File: src/core/asp_params.svh
`ifndef ASP_PARAMS_SVH
`define ASP_PARAMS_SVH

// ----------------------------------------------------------------------------
// Control byte framing
// ----------------------------------------------------------------------------
`define ASP_CTRL_BITS 4'd8
`define ASP_TRACK_BIT 4'd5
`define ASP_BIP_BIT 3
`define ASP_CTRL_RST 8'h00

// ----------------------------------------------------------------------------
// Result frame
// ----------------------------------------------------------------------------
`define ASP_LEAD_ZEROS 3
`define ASP_STRB_STEP 0

`endif

File: src/core/asp_pkg.sv
package asp_pkg;

    // Pins sampled from outside the clock domain.
    typedef struct packed {
        logic sclk;
        logic cs_n;
        logic din;
        logic shutdown_n;
    } asp_pins_t;

    // Sequencer states.
    typedef enum logic [1:0] {
        ASP_IDLE = 2'b00,
        ASP_CTRL = 2'b01,
        ASP_CONV = 2'b10
    } asp_state_t;

endpackage

File: src/core/asp_serial_port.sv
`timescale 1ns/1ps
`include "asp_params.svh"
// Behaviour
// - Sample serial input on serial clock rise.
// - No shifting while chip select is high.
// - Serial output changes on serial clock rise.
// - Outputs released while chip select is high.
// - Strobe high for one period, three periods before MSB decision.
// - Shutdown low stops all conversion activity.
// - Each serial clock paces one conversion step.
// - Leading zeros skipped, first one starts byte.
// - Track after fifth bit, hold after eighth.
// - Result sent MSB first, bipolar two's complement.
// - Frame: three zeros, result, sub-bits, zero.
module asp_serial_port
    import asp_pkg::*;
#(
    parameter int RES_BITS = 10,
    parameter int SUB_BITS = 2
) (
    input wire logic mclk,
    input wire logic rst_n,
    input wire logic sclk,
    input wire logic cs_n,
    input wire logic din,
    input wire logic shutdown_n,
    input wire logic [RES_BITS+SUB_BITS-1:0] adc_code,
    output logic dout,
    output logic dout_oe,
    output logic conversion_strobe,
    output logic strobe_oe,
    output logic track,
    output logic hold,
    output logic powered_down,
    output logic [7:0] ctrl_byte,
    output logic ctrl_valid
);

    localparam int CW = RES_BITS + SUB_BITS;
    localparam int FW = CW + `ASP_LEAD_ZEROS + 1;
    localparam int SW = $clog2(FW);
    localparam logic [SW-1:0] STEP_LAST = SW'(FW - 1);
    localparam logic [SW-1:0] STEP_STRB = SW'(`ASP_STRB_STEP);
    localparam logic [SW-1:0] STEP_MSB = SW'(`ASP_LEAD_ZEROS);
    localparam asp_pins_t PINS_RST = '{sclk: 1'b0, cs_n: 1'b1, din: 1'b0, shutdown_n: 1'b0};

    // ------------------------------------------------------------------------
    // Pin synchronisers
    // ------------------------------------------------------------------------
    asp_pins_t pin_raw;
    asp_pins_t meta_q;
    asp_pins_t sync_q;
    logic sclk_prev_q;

    assign pin_raw = '{sclk: sclk, cs_n: cs_n, din: din, shutdown_n: shutdown_n};

    // Two flops per pin, then a third sclk flop for edge finding.
    always_ff @(posedge mclk or negedge rst_n) begin
        if (!rst_n) begin
            meta_q <= PINS_RST;
            sync_q <= PINS_RST;
            sclk_prev_q <= 1'b0;
        end else begin
            meta_q <= pin_raw;
            sync_q <= meta_q;
            sclk_prev_q <= sync_q.sclk;
        end
    end

    // ------------------------------------------------------------------------
    // Edge and event decode
    // ------------------------------------------------------------------------
    asp_state_t state_q;
    asp_state_t state_d;
    logic [7:0] shreg_q;
    logic [3:0] cnt_q;
    logic [SW-1:0] step_q;
    logic [CW-1:0] code_q;
    logic [FW-1:0] frame;
    logic [SW-1:0] bit_idx;
    logic sclk_rise;
    logic sclk_fall;
    logic cs_s;
    logic shut;
    logic go;
    logic start_bit;
    logic ctrl_shift;
    logic track_go;
    logic hold_go;
    logic conv_step;
    logic frame_end;
    logic bipolar;
    logic [CW-1:0] code_enc;

    assign sclk_rise = sync_q.sclk & ~sclk_prev_q;
    assign sclk_fall = ~sync_q.sclk & sclk_prev_q;
    assign cs_s = sync_q.cs_n;
    assign shut = ~sync_q.shutdown_n;
    assign go = ~shut & ~cs_s;
    assign start_bit = go & sclk_rise & (state_q == ASP_IDLE) & sync_q.din;
    assign ctrl_shift = go & sclk_rise & (state_q == ASP_CTRL) & (cnt_q != `ASP_CTRL_BITS);
    assign track_go = go & sclk_fall & (state_q == ASP_CTRL) & (cnt_q == `ASP_TRACK_BIT);
    assign hold_go = go & sclk_fall & (state_q == ASP_CTRL) & (cnt_q == `ASP_CTRL_BITS);
    assign conv_step = go & sclk_rise & (state_q == ASP_CONV);
    assign frame_end = conv_step & (step_q == STEP_LAST);

    // Bipolar code flips its top bit into two's complement.
    assign bipolar = shreg_q[`ASP_BIP_BIT];
    assign code_enc = bipolar ? {~adc_code[CW-1], adc_code[CW-2:0]} : adc_code;
    assign frame = {{`ASP_LEAD_ZEROS{1'b0}}, code_q, 1'b0};
    assign bit_idx = STEP_LAST - step_q;

    // ------------------------------------------------------------------------
    // Sequencer
    // ------------------------------------------------------------------------
    // Next state; chip select high or shutdown abandons any transfer.
    always_comb begin
        state_d = state_q;
        unique case (state_q)
            ASP_IDLE: begin
                if (start_bit) begin
                    state_d = ASP_CTRL;
                end
            end
            ASP_CTRL: begin
                if (hold_go) begin
                    state_d = ASP_CONV;
                end
            end
            ASP_CONV: begin
                if (frame_end) begin
                    state_d = ASP_IDLE;
                end
            end
            default: state_d = ASP_IDLE;
        endcase
        if (!go) begin
            state_d = ASP_IDLE;
        end
    end

    // State register.
    always_ff @(posedge mclk or negedge rst_n) begin
        if (!rst_n) begin
            state_q <= ASP_IDLE;
        end else begin
            state_q <= state_d;
        end
    end

    // Control byte shift register and bit counter.
    always_ff @(posedge mclk or negedge rst_n) begin
        if (!rst_n) begin
            shreg_q <= `ASP_CTRL_RST;
            cnt_q <= 4'd0;
        end else if (start_bit) begin
            shreg_q <= 8'h01;
            cnt_q <= 4'd1;
        end else if (ctrl_shift) begin
            shreg_q <= {shreg_q[6:0], sync_q.din};
            cnt_q <= cnt_q + 4'd1;
        end
    end

    // Sample capture and step counter.
    always_ff @(posedge mclk or negedge rst_n) begin
        if (!rst_n) begin
            code_q <= '0;
            step_q <= '0;
        end else if (hold_go) begin
            code_q <= code_enc;
            step_q <= '0;
        end else if (conv_step) begin
            step_q <= step_q + SW'(1);
        end
    end

    // ------------------------------------------------------------------------
    // Pin outputs
    // ------------------------------------------------------------------------
    logic dout_q;
    logic dout_oe_q;
    logic strobe_q;
    logic strobe_oe_q;

    // Output bit moves only on a serial clock rise.
    always_ff @(posedge mclk or negedge rst_n) begin
        if (!rst_n) begin
            dout_q <= 1'b0;
        end else if (go && sclk_rise) begin
            dout_q <= conv_step & frame[bit_idx];
        end
    end

    // Strobe spans the first conversion period.
    always_ff @(posedge mclk or negedge rst_n) begin
        if (!rst_n) begin
            strobe_q <= 1'b0;
        end else if (!go) begin
            strobe_q <= 1'b0;
        end else if (sclk_rise) begin
            strobe_q <= conv_step & (step_q == STEP_STRB);
        end
    end

    // Drivers enabled only with chip select low.
    always_ff @(posedge mclk or negedge rst_n) begin
        if (!rst_n) begin
            dout_oe_q <= 1'b0;
            strobe_oe_q <= 1'b0;
        end else begin
            dout_oe_q <= ~cs_s;
            strobe_oe_q <= ~cs_s;
        end
    end

    // ------------------------------------------------------------------------
    // Track/hold, status and control byte
    // ------------------------------------------------------------------------
    logic track_q;
    logic hold_q;
    logic pd_q;
    logic [7:0] ctrl_byte_q;
    logic ctrl_valid_q;

    // Track from fifth bit, hold from eighth until the frame ends.
    always_ff @(posedge mclk or negedge rst_n) begin
        if (!rst_n) begin
            track_q <= 1'b0;
            hold_q <= 1'b0;
        end else if (!go) begin
            track_q <= 1'b0;
            hold_q <= 1'b0;
        end else if (hold_go) begin
            track_q <= 1'b0;
            hold_q <= 1'b1;
        end else if (track_go) begin
            track_q <= 1'b1;
        end else if (frame_end) begin
            hold_q <= 1'b0;
        end
    end

    // Shutdown flag and control byte hand-off.
    always_ff @(posedge mclk or negedge rst_n) begin
        if (!rst_n) begin
            pd_q <= 1'b1;
            ctrl_byte_q <= `ASP_CTRL_RST;
            ctrl_valid_q <= 1'b0;
        end else begin
            pd_q <= shut;
            ctrl_valid_q <= hold_go;
            if (hold_go) begin
                ctrl_byte_q <= shreg_q;
            end
        end
    end

    assign dout = dout_q;
    assign dout_oe = dout_oe_q;
    assign conversion_strobe = strobe_q;
    assign strobe_oe = strobe_oe_q;
    assign track = track_q;
    assign hold = hold_q;
    assign powered_down = pd_q;
    assign ctrl_byte = ctrl_byte_q;
    assign ctrl_valid = ctrl_valid_q;
endmodule

File: config.mk
export PLATFORM = sky130hd
export DESIGN_NAME = asp_serial_port
export DESIGN_NICKNAME = d
export VERILOG_FILES = /design/src/core/asp_pkg.sv /design/src/core/asp_serial_port.sv
export VERILOG_INCLUDE_DIRS = /design/src /design/src/core
export SDC_FILE = /design/constraint.sdc
export NUM_CORES = 1
export LEC_CHECK = 0
export BUFFER_PORTS_ARGS = -buffer_cell sky130_fd_sc_hd__buf_4
export CAP_MARGIN = 20
export CORE_ASPECT_RATIO = 0.7
export CORE_MARGIN = 2
export CORE_UTILIZATION = 50
export DETAILED_ROUTE_END_ITERATION = 7
export GPL_TIMING_DRIVEN = 0
export PLACE_DENSITY_LB_ADDON = 0.12
export SYNTH_ARGS = -nofsm -noshare
export SYNTH_HDL_FRONTEND = slang
export SYNTH_SLANG_ARGS = --single-unit
File: constraint.sdc
create_clock -name mclk -period 1.9 [get_ports mclk]
set_input_delay 0.38 -clock mclk [delete_from_list [all_inputs] [get_ports mclk]]
set_output_delay 0.38 -clock mclk [all_outputs]
set_load 0.05 [all_outputs]
Yosys cells after proc, flatten, opt, wreduce, memory -nomap -nowiden --
Index checks and enable logic that the tools add are counted.
Word-level totals: register bits after elaboration 54, word-level logic and storage cells 90, output and inout bits 16, input port bits 18
Operators by class: $lt $le $gt $ge 1, bitwise operators 21, multiplexer cells 23, eq/ne operators 13, reductions and logical operators 7, $add $sub $neg 3
Operators by type and width (number):
- $and 1x1->1 | 16
- $mux 4 | 4
- $mux 8 | 2
- $mux 12 | 1
- $mux 1 | 10
- $ne 3x3->1 const B | 3
- $add 4x1->4 const B | 2
- $eq 4x4->1 const B | 2
- $mux 2 | 4
- $ne 3x1->1 const B | 2
- $pmux 2 s3 | 1
- $lt 4x5->1 const B | 1
- $not 1->1 | 5
- $bmux 1 s4 | 1
- $eq 4x3->1 const B | 1
- $logic_not 4->1 | 1
- $ne 4x4->1 const B | 1
- $reduce_bool 2->1 | 2
- $sub 4x4->4 const A | 1
- $ne 3x2->1 const B | 1
- $reduce_and 3->1 | 1
- $eq 2x1->1 const B | 1
- $eq 2x2->1 const B | 1
- $logic_not 2->1 | 1
- other kinds (3) | 3

Logic depth before layout (Yosys ltp) --
Gate-level depths: netlist (run 1).
word-level depth 9, gate-level depth with buffers 9, gate-level depth less buffers 7

Least setup slack after synthesis (run 1) --
Ideal clock, no wire load.
kind register -> register, from register cnt_q[0], to register ctrl_byte_q[7], in the netlist ctrl_byte[7], stages on the path, launching flop included 9, required time 1.782 ns, setup time 0.118 ns, period minus slack after synthesis 1.809 ns, path slack 0.091 ns, buffers on the path 2, arrival 1.691 ns, cell sequence dfrtp_1 inv_1 ha_1 nand3b_4 or4_4 buf_6 buf_4 nand2_1 nand2_1
Between the ends: cells in the longest elaborated chain, start to end 2
Ends and longest elaborated chain:
- from (decl) | line asp_serial_port.sv:76 | logic [3:0] cnt_q;
- from (signal assigned) | line asp_serial_port.sv:161 | cnt_q <= cnt_q + 4'd1;
- $eq 4x4->1 (no line)
- $and 1x1->1 | line asp_serial_port.sv:103 | assign hold_go = go & sclk_fall & (state_q == ASP_CTRL) & (cnt_q == `ASP_CTRL_BITS);
- to (signal assigned) | line asp_serial_port.sv:248 | ctrl_byte_q <= `ASP_CTRL_RST;
- to (signal assigned) | line asp_serial_port.sv:254 | ctrl_byte_q <= shreg_q;
- to (decl) | line asp_serial_port.sv:223 | logic [7:0] ctrl_byte_q;
No other way between the ends. A chain may end at the register's enable or synchronous reset.

Worst setup path after layout (run 1) --
from register cnt_q[1], to register code_q[6]
Between the ends: cells in the longest elaborated chain, start to end 2
Ends and longest elaborated chain:
- $eq 4x4->1 (no line)
- $and 1x1->1 | line asp_serial_port.sv:103
- to (signal assigned) | line asp_serial_port.sv:171 | code_q <= code_enc;
- to (decl) | line asp_serial_port.sv:78 | logic [CW-1:0] code_q;
No other way between the ends.

==> impl_metrics.yaml, run 1 <==
yosys:
  netlist_area_um2: 2280
  yosysMostFrequentCell: "nand2_1"
  syn-num-nets: 227
  yosysTopAreaCellShare_pct: 56.0
  ys_ff_latch: 54
  yosys.area.top_type: "dfrtp_1"
  seq_area_frac_synth_pct: 59.4
  ys_types: 35
  async_flop_share_pct: 100
  syn-mean-instance-area_um2: 11.2
  synth_edf_count: 0
  synth_warnings: 0
  synth_area_leaders: "dfrtp_1 56%, nand2_1 10%, dfstp_2 3.5%, a22o_1 3.5%, ha_1 2.7%"
  syn_inst: 204
  ys.flop_type: "dfrtp_1"
  synth_common_cells: "61 x nand2_1, 51 x dfrtp_1, 11 x inv_1"
timing:
  rsz0062_at_grt: "false"
  fin_crit_sh_pct: 95.1
  min_period_ps: 1810
  drv_slew: 0
  fin_ws_ps: 93.8
  hold_ws_ps: 104
  hold_viol_final: 0
  tightest_slew_ps: 683
  max-slew-margin-rel_pct: 54.3
  fin_worst_skew_ps: 9.00
  clock.fmax_mhz: 554
  setup_viol: 0
worst_setup_path:
  r2r_end: "code_q[6]"
  required_ps: 2090
  crit_arrival_ps: 2000
  ff2ff_path_depth: 8
  endpoint_kind: "flop"
  r2r_slack_ps: 90
  cp_max_fo: 10
  crit_start: "cnt_q[1]"
  cp-start-kind: "flop"
  r2r_start: "cnt_q[1]"
  critPathKind: "flop to flop"
floorplanning:
  io_pins: 34
  die-area_um2: 5130
  initial_core_util_pct: 52.4
  die_x_um: 84.7
  die_height_um: 60.5
  coreArea_um2: 4350
  num_rows: 20
run_status:
  status: "finished, final reports clean"
drt:
  drc: 0
  wl_per_cell_um: 13.2
  vias: 1515
  drt_iter0_markers: 68
  routed_wl_um: 4000
  vias_per_cell: 4.98
  ant_nets: 0
  drt_pre_antenna_iters: 4
global_route:
  antenna_found_initial: 0
  first_global_vias: 1406
  top_usage_layer: "met2"
  use_met1_pct: 24.5
  grt.overflow.total: 0
  grt_util_met2_pct: 25.5
  grt_pass1_wl_um: 6600
  grt_util_met3_pct: 4.08
  grt_use_total_pct: 17.0
  grt_max_degree: 55
clocking:
  cts_root_buffer: "clkbuf_8"
  cts_buffers: 5
  cts-hold-fix-buffers: 0
  cts_sinks: 54
  path_clk_slew_ps: 90
  htree_num_levels: 2
  clk_latency_ps: 300
  clk_path_buf_depth: 2
  cts_tree: "done"
power_and_ir_drop:
  p_leak_uw: 0.00134
  power_density_nw_per_um2: 710
  vdd_drop_max_v: 0.000405
place:
  place.gp.congestion: 0.744
  dpl.hpwl_um: 2780
  port_buffers: 33
  place_ws_ps: -20.5
  place_area_um2: 2600
  dp_cells: 292
layout:
  drive_gt1_share_pct: 26.1
  n_fill_cell: 372
  final_cell_area_um2: 2720
  num_antenna_cells: 0
  syn2layout_area_growth_pct: 19.3
  nets: 271
  stdcell_count: 304
hold_path:
  hold_class: "input port to asynchronous set/reset pin"
job:
  drv_cap: 0
## through the flow
stage,power [µW],TNS (ps),util (%)
finish,1930,0,62.5
global route,2030,0,62.5
CTS,1940,0,61.9
detailed placement,1330,-123,59.7
global placement,1330,-22.0,59.7
floorplan,1260,0,-
## area by class of cell
| type | instances | area, µm² | share of cell area [%] |
|---|---|---|---|
| plain buffers | 9 | 91.3 | 3.36 |
| clock buffers | 8 | 80.1 | 2.94 |
| inverters | 12 | 52.6 | 1.93 |
| multi-input cells | 129 | 795 | 29.2 |
| flip-flops and latches | 54 | 1360 | 49.8 |
| well taps | 55 | 68.8 | 2.53 |
| repair buffers | 37 | 278 | 10.2 |
## routing by layer
layer / up-vias / routed length, µm / share of wire [%]
met4: 0 / 51 / 1.3
li1: 756 / - / -
met3: 6 / 147 / 3.7
met5: - / 0 / 0
met2: 22 / 1760 / 44
met1: 731 / 2040 / 51
## worst max path at each step
| stage | cells after the start | to | slack (ps) |
|---|---|---|---|
| global route | 8 | code_q[4] | 4 |
| detailed placement | 8 | code_q[6] | -20 |
| finish | 8 | code_q[6] | 90 |
| global placement | 8 | code_q[5] | -6 |
| floorplan | 8 | ctrl_byte[7] | 90 |
| CTS | 8 | code_q[6] | 10 |
## worst max-delay path, stage by stage (launching register included)
cell,delay [ps]
dfrtp_1,390
inv_2,80
ha_4,140
nand3b_4,80
or4_4,540
buf_6,160
buf_4,170
nand2_1,70
nand2_1,50
## cell families after synthesis
group	count (synthesis)	synth area share, %
flip-flops	54	59.4
multiplexers	8	4.66
AO/OA/AOI/OAI	24	7.41
XOR/XNOR	4	1.54
buffers and inverters	21	6.31
AND/OR/NAND/NOR	88	17.9
adder cells (fa/ha/maj)	5	2.74
## repair_timing
action,in CTS,in global routing
endpoints found under the setup margin,20,23
pin swaps,0,1
setup buffers,2,2
gates resized for setup,1,3
## cells in the final DEF, fill, tap and decap left out, types with 2 or more instances in the layout
cell type,netlist,layout
o21ai_0,7,7
inv_1,11,9
mux2i_1,5,5
buf_6,2,2
clkbuf_8,0,5
buf_12,2,2
clkbuf_1,1,4
a21oi_1,3,3
a22o_1,9,9
ha_1,5,4
nand3_1,4,4
nor2_1,7,7
nor3_1,4,4
nand2b_1,4,4
buf_2,2,2
nand2_1,61,61
inv_2,0,2
dfrtp_1,51,51
buf_4,2,39
mux4_2,2,2
dfstp_2,3,3
xnor2_1,4,4
## power breakdown
| part | total [µW] | internal, µW | switching, µW |
|---|---|---|---|
| clock network | 601 | 263 | 338 |
| registers | 1190 | 1170 | 15.3 |
| logic | 141 | 70.9 | 70.6 |
## flip-flops by register name, summed over array words and instances, names as in the netlist
register / flops
code_q: 12
ctrl_byte: 8
shreg_q: 8
cnt_q: 4
meta_q: 4
step_q: 4
sync_q: 3
state_q: 2
conversion_strobe: 1
cs_s: 1
ctrl_valid: 1
dout: 1
hold: 1
powered_down: 1
sclk_prev_q: 1
strobe_oe: 1
track: 1
Power figures use the tool's default switching activity.
==> run 2: changes to the inputs <==
==> constraint.sdc (replaced) <==
create_clock -name mclk -period 1.68 [get_ports mclk]
set_input_delay 0.336 -clock mclk [delete_from_list [all_inputs] [get_ports mclk]]
set_output_delay 0.336 -clock mclk [all_outputs]
set_load 0.05 [all_outputs]
==> impl_metrics.yaml, run 2 (synthesis results as in run 1) <==
place:
  place.gp.congestion: 0.772
  port_buffers: 33
  place_area_um2: 2610
  dpl.hpwl_um: 2760
  dp_cells: 292
  place_ws_ps: -115
floorplanning:
  num_rows: 20
  coreArea_um2: 4350
  die-area_um2: 5130
  initial_core_util_pct: 52.4
  io_pins: 34
  die_x_um: 84.7
  die_height_um: 60.5
power_and_ir_drop:
  vdd_drop_max_v: 0.000635
  internal_power_uw: 1900
  power_density_nw_per_um2: 819
  power_switching_uw: 519
  p_leak_uw: 0.00144
  p_seq_share_pct: 55.7
  p_sw_share_pct: 21.4
  pwr-share-clk_pct: 37.1
  comb_power_share_pct: 7.2
clocking:
  htree_num_levels: 2
  cts_tree: "done"
  clk_latency_ps: 310
  cts_root_buffer: "clkbuf_8"
  path_clk_slew_ps: 100
  cts_sinks: 54
  cts_buffers: 5
  clk_path_buf_depth: 2
global_route:
  first_global_vias: 1427
  grt.overflow.total: 0
  grt_use_total_pct: 17.8
  antenna_found_initial: 0
  grt_pass1_wl_um: 6870
  grt_max_degree: 55
timing:
  drv_slew: 0
  fin_worst_skew_ps: 14.0
  fin_ws_ps: -48.7
  min_period_ps: 1730
  setup_viol: 25
  fin_crit_sh_pct: 103
  setup_tns_ps: -753
  tightest_slew_ps: 660
  hold_viol_final: 0
  rsz0062_at_grt: "true"
  max-slew-margin-rel_pct: 56.0
  clock.fmax_mhz: 578
layout:
  syn2layout_area_growth_pct: 29.6
  final_cell_mix: "52 x nand2_1, 51 x dfrtp_1, 42 x buf_4, 9 x inv_1, 9 x a22o_1"
  num_antenna_cells: 0
  stdcell_count: 311
  n_fill_cell: 340
  nets: 278
  final_cell_area_um2: 2960
  final_common_cell: "nand2_1"
  drive_gt1_share_pct: 35.9
  largest_reg_flops: 12
  largest-register: "code_q"
job:
  drv_cap: 0
worst_setup_path:
  critPathKind: "flop to flop"
  required_ps: 1880
  cp-start-kind: "flop"
  cp_max_fo: 6
  crit_arrival_ps: 1930
  endpoint_kind: "flop"
drt:
  vias: 1569
  drt_pre_antenna_iters: 4
  drc: 0
  vias_per_cell: 5.05
  wl_per_cell_um: 13.7
  ant_nets: 0
  routed_wl_um: 4260
  drt_iter0_markers: 74
hold_path:
  hold_class: "input port to asynchronous set/reset pin"
run_status:
  status: "finished, violations left"
  violations: "negative setup slack"
run 2: what timing repair did:
item	CTS	global route
setup buffers	7	3
resized for setup	12	21
gates cloned	1	1
pin swaps	8	6
endpoints found under the setup margin	31	41
hold buffers	0	0
hold endpoints to repair	0	0
run 2: area by class of cell:
cell class / instances / area (µm²) / share of cell area, %
multi-input cells: 129 / 880 / 29.8
inverters: 12 / 57.6 / 1.95
clock inverters: 1 / 30.0 / 1.02
plain buffers: 8 / 92.6 / 3.13
repair buffers: 45 / 387 / 13.1
well taps: 55 / 68.8 / 2.33
flip-flops and latches: 54 / 1360 / 45.8
clock buffers: 7 / 86.3 / 2.92
run 2: worst max-delay path, stage by stage, from the launching register on:
cell	delay [ps]
dfrtp_1	400
inv_2	80
ha_4	140
nand3b_4	80
or4_4	620
clkinv_8	120
clkbuf_16	150
nor2_2	40
run 2: per-layer routing:
| layer | routed length, µm | track usage (%) | vias to the layer above |
|---|---|---|---|
| li1 | - | - | 785 |
| met1 | 2220 | 26.1 | 756 |
| met2 | 1860 | 25.8 | 23 |
| met3 | 139 | 6.12 | 5 |
| met4 | 40 | 4.76 | 0 |
| met5 | 0 | 0 | - |
run 2: through the flow:
step | total power (µW) | utilization, % | hold WS, ps
5_1_grt | 2510 | 67.9 | 99.6
2_1_floorplan | 1440 | - | 40.4
4_1_cts | 2410 | 65.4 | 79.8
3_5_place_dp | 1510 | 60.0 | 336
3_3_place_gp | 1510 | 60.0 | 334
6_report | 2420 | 67.9 | 53.5
run 2: worst paths after layout:
| check | slack [ps] | start | cells past startpoint | to |
|---|---|---|---|---|
| worst max-delay path | -50 | cnt_q[0] | 7 | step_q[0] |
| worst min register to register | 360 | meta_q[0] | 0 | sync_q[0] |
| worst max register to register | -50 | cnt_q[0] | 7 | step_q[0] |
| min in group mclk | 130 | shutdown_n | 1 | meta_q[0] |
| max in group asynchronous | 1190 | rst_n | 1 | track |
| worst min-delay path | 50 | rst_n | 1 | ctrl_byte[0] |
run 2: power groups by stage:
stage          Clock [µW]  Sequential (µW)  Combinational [µW]
6_report              898             1350                 176
4_1_cts               904             1350                 161
3_5_place_dp            0             1380                 136
2_1_floorplan           0             1380                56.6
5_1_grt               966             1350                 194
3_3_place_gp            0             1370                 135
==> run 3: changes to the inputs <==
==> constraint.sdc (replaced) <==
create_clock -name mclk -period 2.13 [get_ports mclk]
set_input_delay 0.426 -clock mclk [delete_from_list [all_inputs] [get_ports mclk]]
set_output_delay 0.426 -clock mclk [all_outputs]
set_load 0.05 [all_outputs]
==> impl_metrics.yaml, run 3 (synthesis results as in run 1) <==
layout:
  stdcell_count: 300
  largest_reg_flops: 12
  final_cell_mix: "61 x nand2_1, 51 x dfrtp_1, 35 x buf_4, 11 x inv_1, 9 x a22o_1"
  syn2layout_area_growth_pct: 17.4
  nets: 267
  final_cell_area_um2: 2680
  num_antenna_cells: 0
  final_common_cell: "nand2_1"
  fin_util_pct: 61.5
  largest-register: "code_q"
  drive_gt1_share_pct: 23.7
floorplanning:
  die-area_um2: 5130
  coreArea_um2: 4350
  die_x_um: 84.7
  initial_core_util_pct: 52.4
  die_height_um: 60.5
  num_rows: 20
  io_pins: 34
place:
  port_buffers: 33
  dp_cells: 292
  place_area_um2: 2600
  place.gp.congestion: 0.744
  dpl.hpwl_um: 2780
drt:
  met3WireLength_um: 128
  drt_iter0_markers: 72
  wl_per_cell_um: 13.2
  drt_pre_antenna_iters: 5
  drc: 0
  dr_wl_met2_um: 1730
  vias: 1495
  vias_per_cell: 4.98
  routed_wl_um: 3960
  ant_nets: 0
  top_layer: "met4"
  wl_met1_um: 2050
worst_setup_path:
  r2r_start: "cnt_q[0]"
  cp_max_fo: 10
  crit_chain: "inv_1, ha_1, nand3b_4, or4_4, buf_6, buf_4, nand2_1, nand2_1"
  crit_arrival_ps: 2130
  cpMostUsedCell: "nand2_1"
  critPathKind: "flop to flop"
  critPathMaxStageDelay_ps: 540
  cp-start-kind: "flop"
  ff2ff_path_depth: 8
  required_ps: 2320
  crit_start: "cnt_q[0]"
  endpoint_kind: "flop"
  crit_slowest_cell: "or4_4"
clocking:
  clk_path_buf_depth: 2
  post_cts_buffers: 0
  cts_root_buffer: "clkbuf_8"
  cts_buffers: 5
  cts-hold-fix-buffers: 0
  ctsResizeCount: 0
  htree_num_levels: 2
  cts_tree: "done"
  path_clk_slew_ps: 90
  clk_latency_ps: 300
  cts_sinks: 54
global_route:
  grt.overflow.total: 0
  grt_max_degree: 55
  first_global_vias: 1402
  grt_use_total_pct: 17.0
  antenna_found_initial: 0
  grt_pass1_wl_um: 6600
timing:
  setup_tns_ps: 0
  max-slew-margin-rel_pct: 54.7
  drv_slew: 0
  min_period_ps: 1940
  hold_viol_final: 0
  fin_worst_skew_ps: 9.19
  fin_crit_sh_pct: 91.2
  setup_viol: 0
  clock.fmax_mhz: 515
  tightest_slew_ps: 677
  rsz0062_at_grt: "false"
power_and_ir_drop:
  vdd_drop_max_v: 0.000361
  p_leak_uw: 0.00132
  power_uw: 1700
  power_density_nw_per_um2: 635
job:
  drv_cap: 0
run_status:
  status: "finished, final reports clean"
hold_path:
  hold_class: "input port to asynchronous set/reset pin"
==> run 3: changes by cell type in the layout (fill, tap and decap cells not counted), sizes merged <==
cell / before / now
bufinv: 1 / 0
clkbuf: 10 / 9
inv: 11 / 12
buf: 50 / 41
clkinv: 1 / 0
==> run 3: routing by layer <==
metal  vias to the layer above  track usage [%]
met5                         -                0
met4                         0             6.80
met3                         6             4.08
met2                        20             25.5
met1                       722             24.5
li1                        747                -
==> run 3: area by class of cell <==
| cell class | instances | area [µm²] |
|---|---|---|
| Fill cell | 372 | 1680 |
| Sequential cell | 54 | 1360 |
| Multi-Input combinational cell | 129 | 782 |
| Timing Repair Buffer | 33 | 248 |
| Buffer | 9 | 91.3 |
| Clock buffer | 8 | 80.1 |
| Tap cell | 55 | 68.8 |
| Inverter | 12 | 52.6 |
==> run 3: where the power goes <==
part,switching (µW),internal [µW],leakage (µW)
combinational,54.8,43.8,0.000622
clock,304,234,0.0000395
sequential,16.1,1050,0.000657
==> run 3: critical path, delay by kind of cell, from the launching register on <==
kind	cells	cell delay, ps
adder cells (fa/ha/maj)	1	210
buffers and inverters	3	430
flip-flops	1	420
AND/OR/NAND/NOR	4	760
==> run 3: final timing paths <==
check                                   to  slack, ps
worst max register to register   code_q[6]        190
min in group mclk                meta_q[1]        220
worst max-delay path             code_q[6]        190
worst min-delay path              cnt_q[0]        130
worst min register to register   sync_q[3]        350
max in group asynchronous       shreg_q[6]       1520
==> run 3: per-stage QoR <==
step,worst slack [ps],hold WS [ps]
4_1_cts,175,166
2_1_floorplan,321,130
3_5_place_dp,210,337
6_report,188,134
5_1_grt,52.9,202
3_3_place_gp,224,334
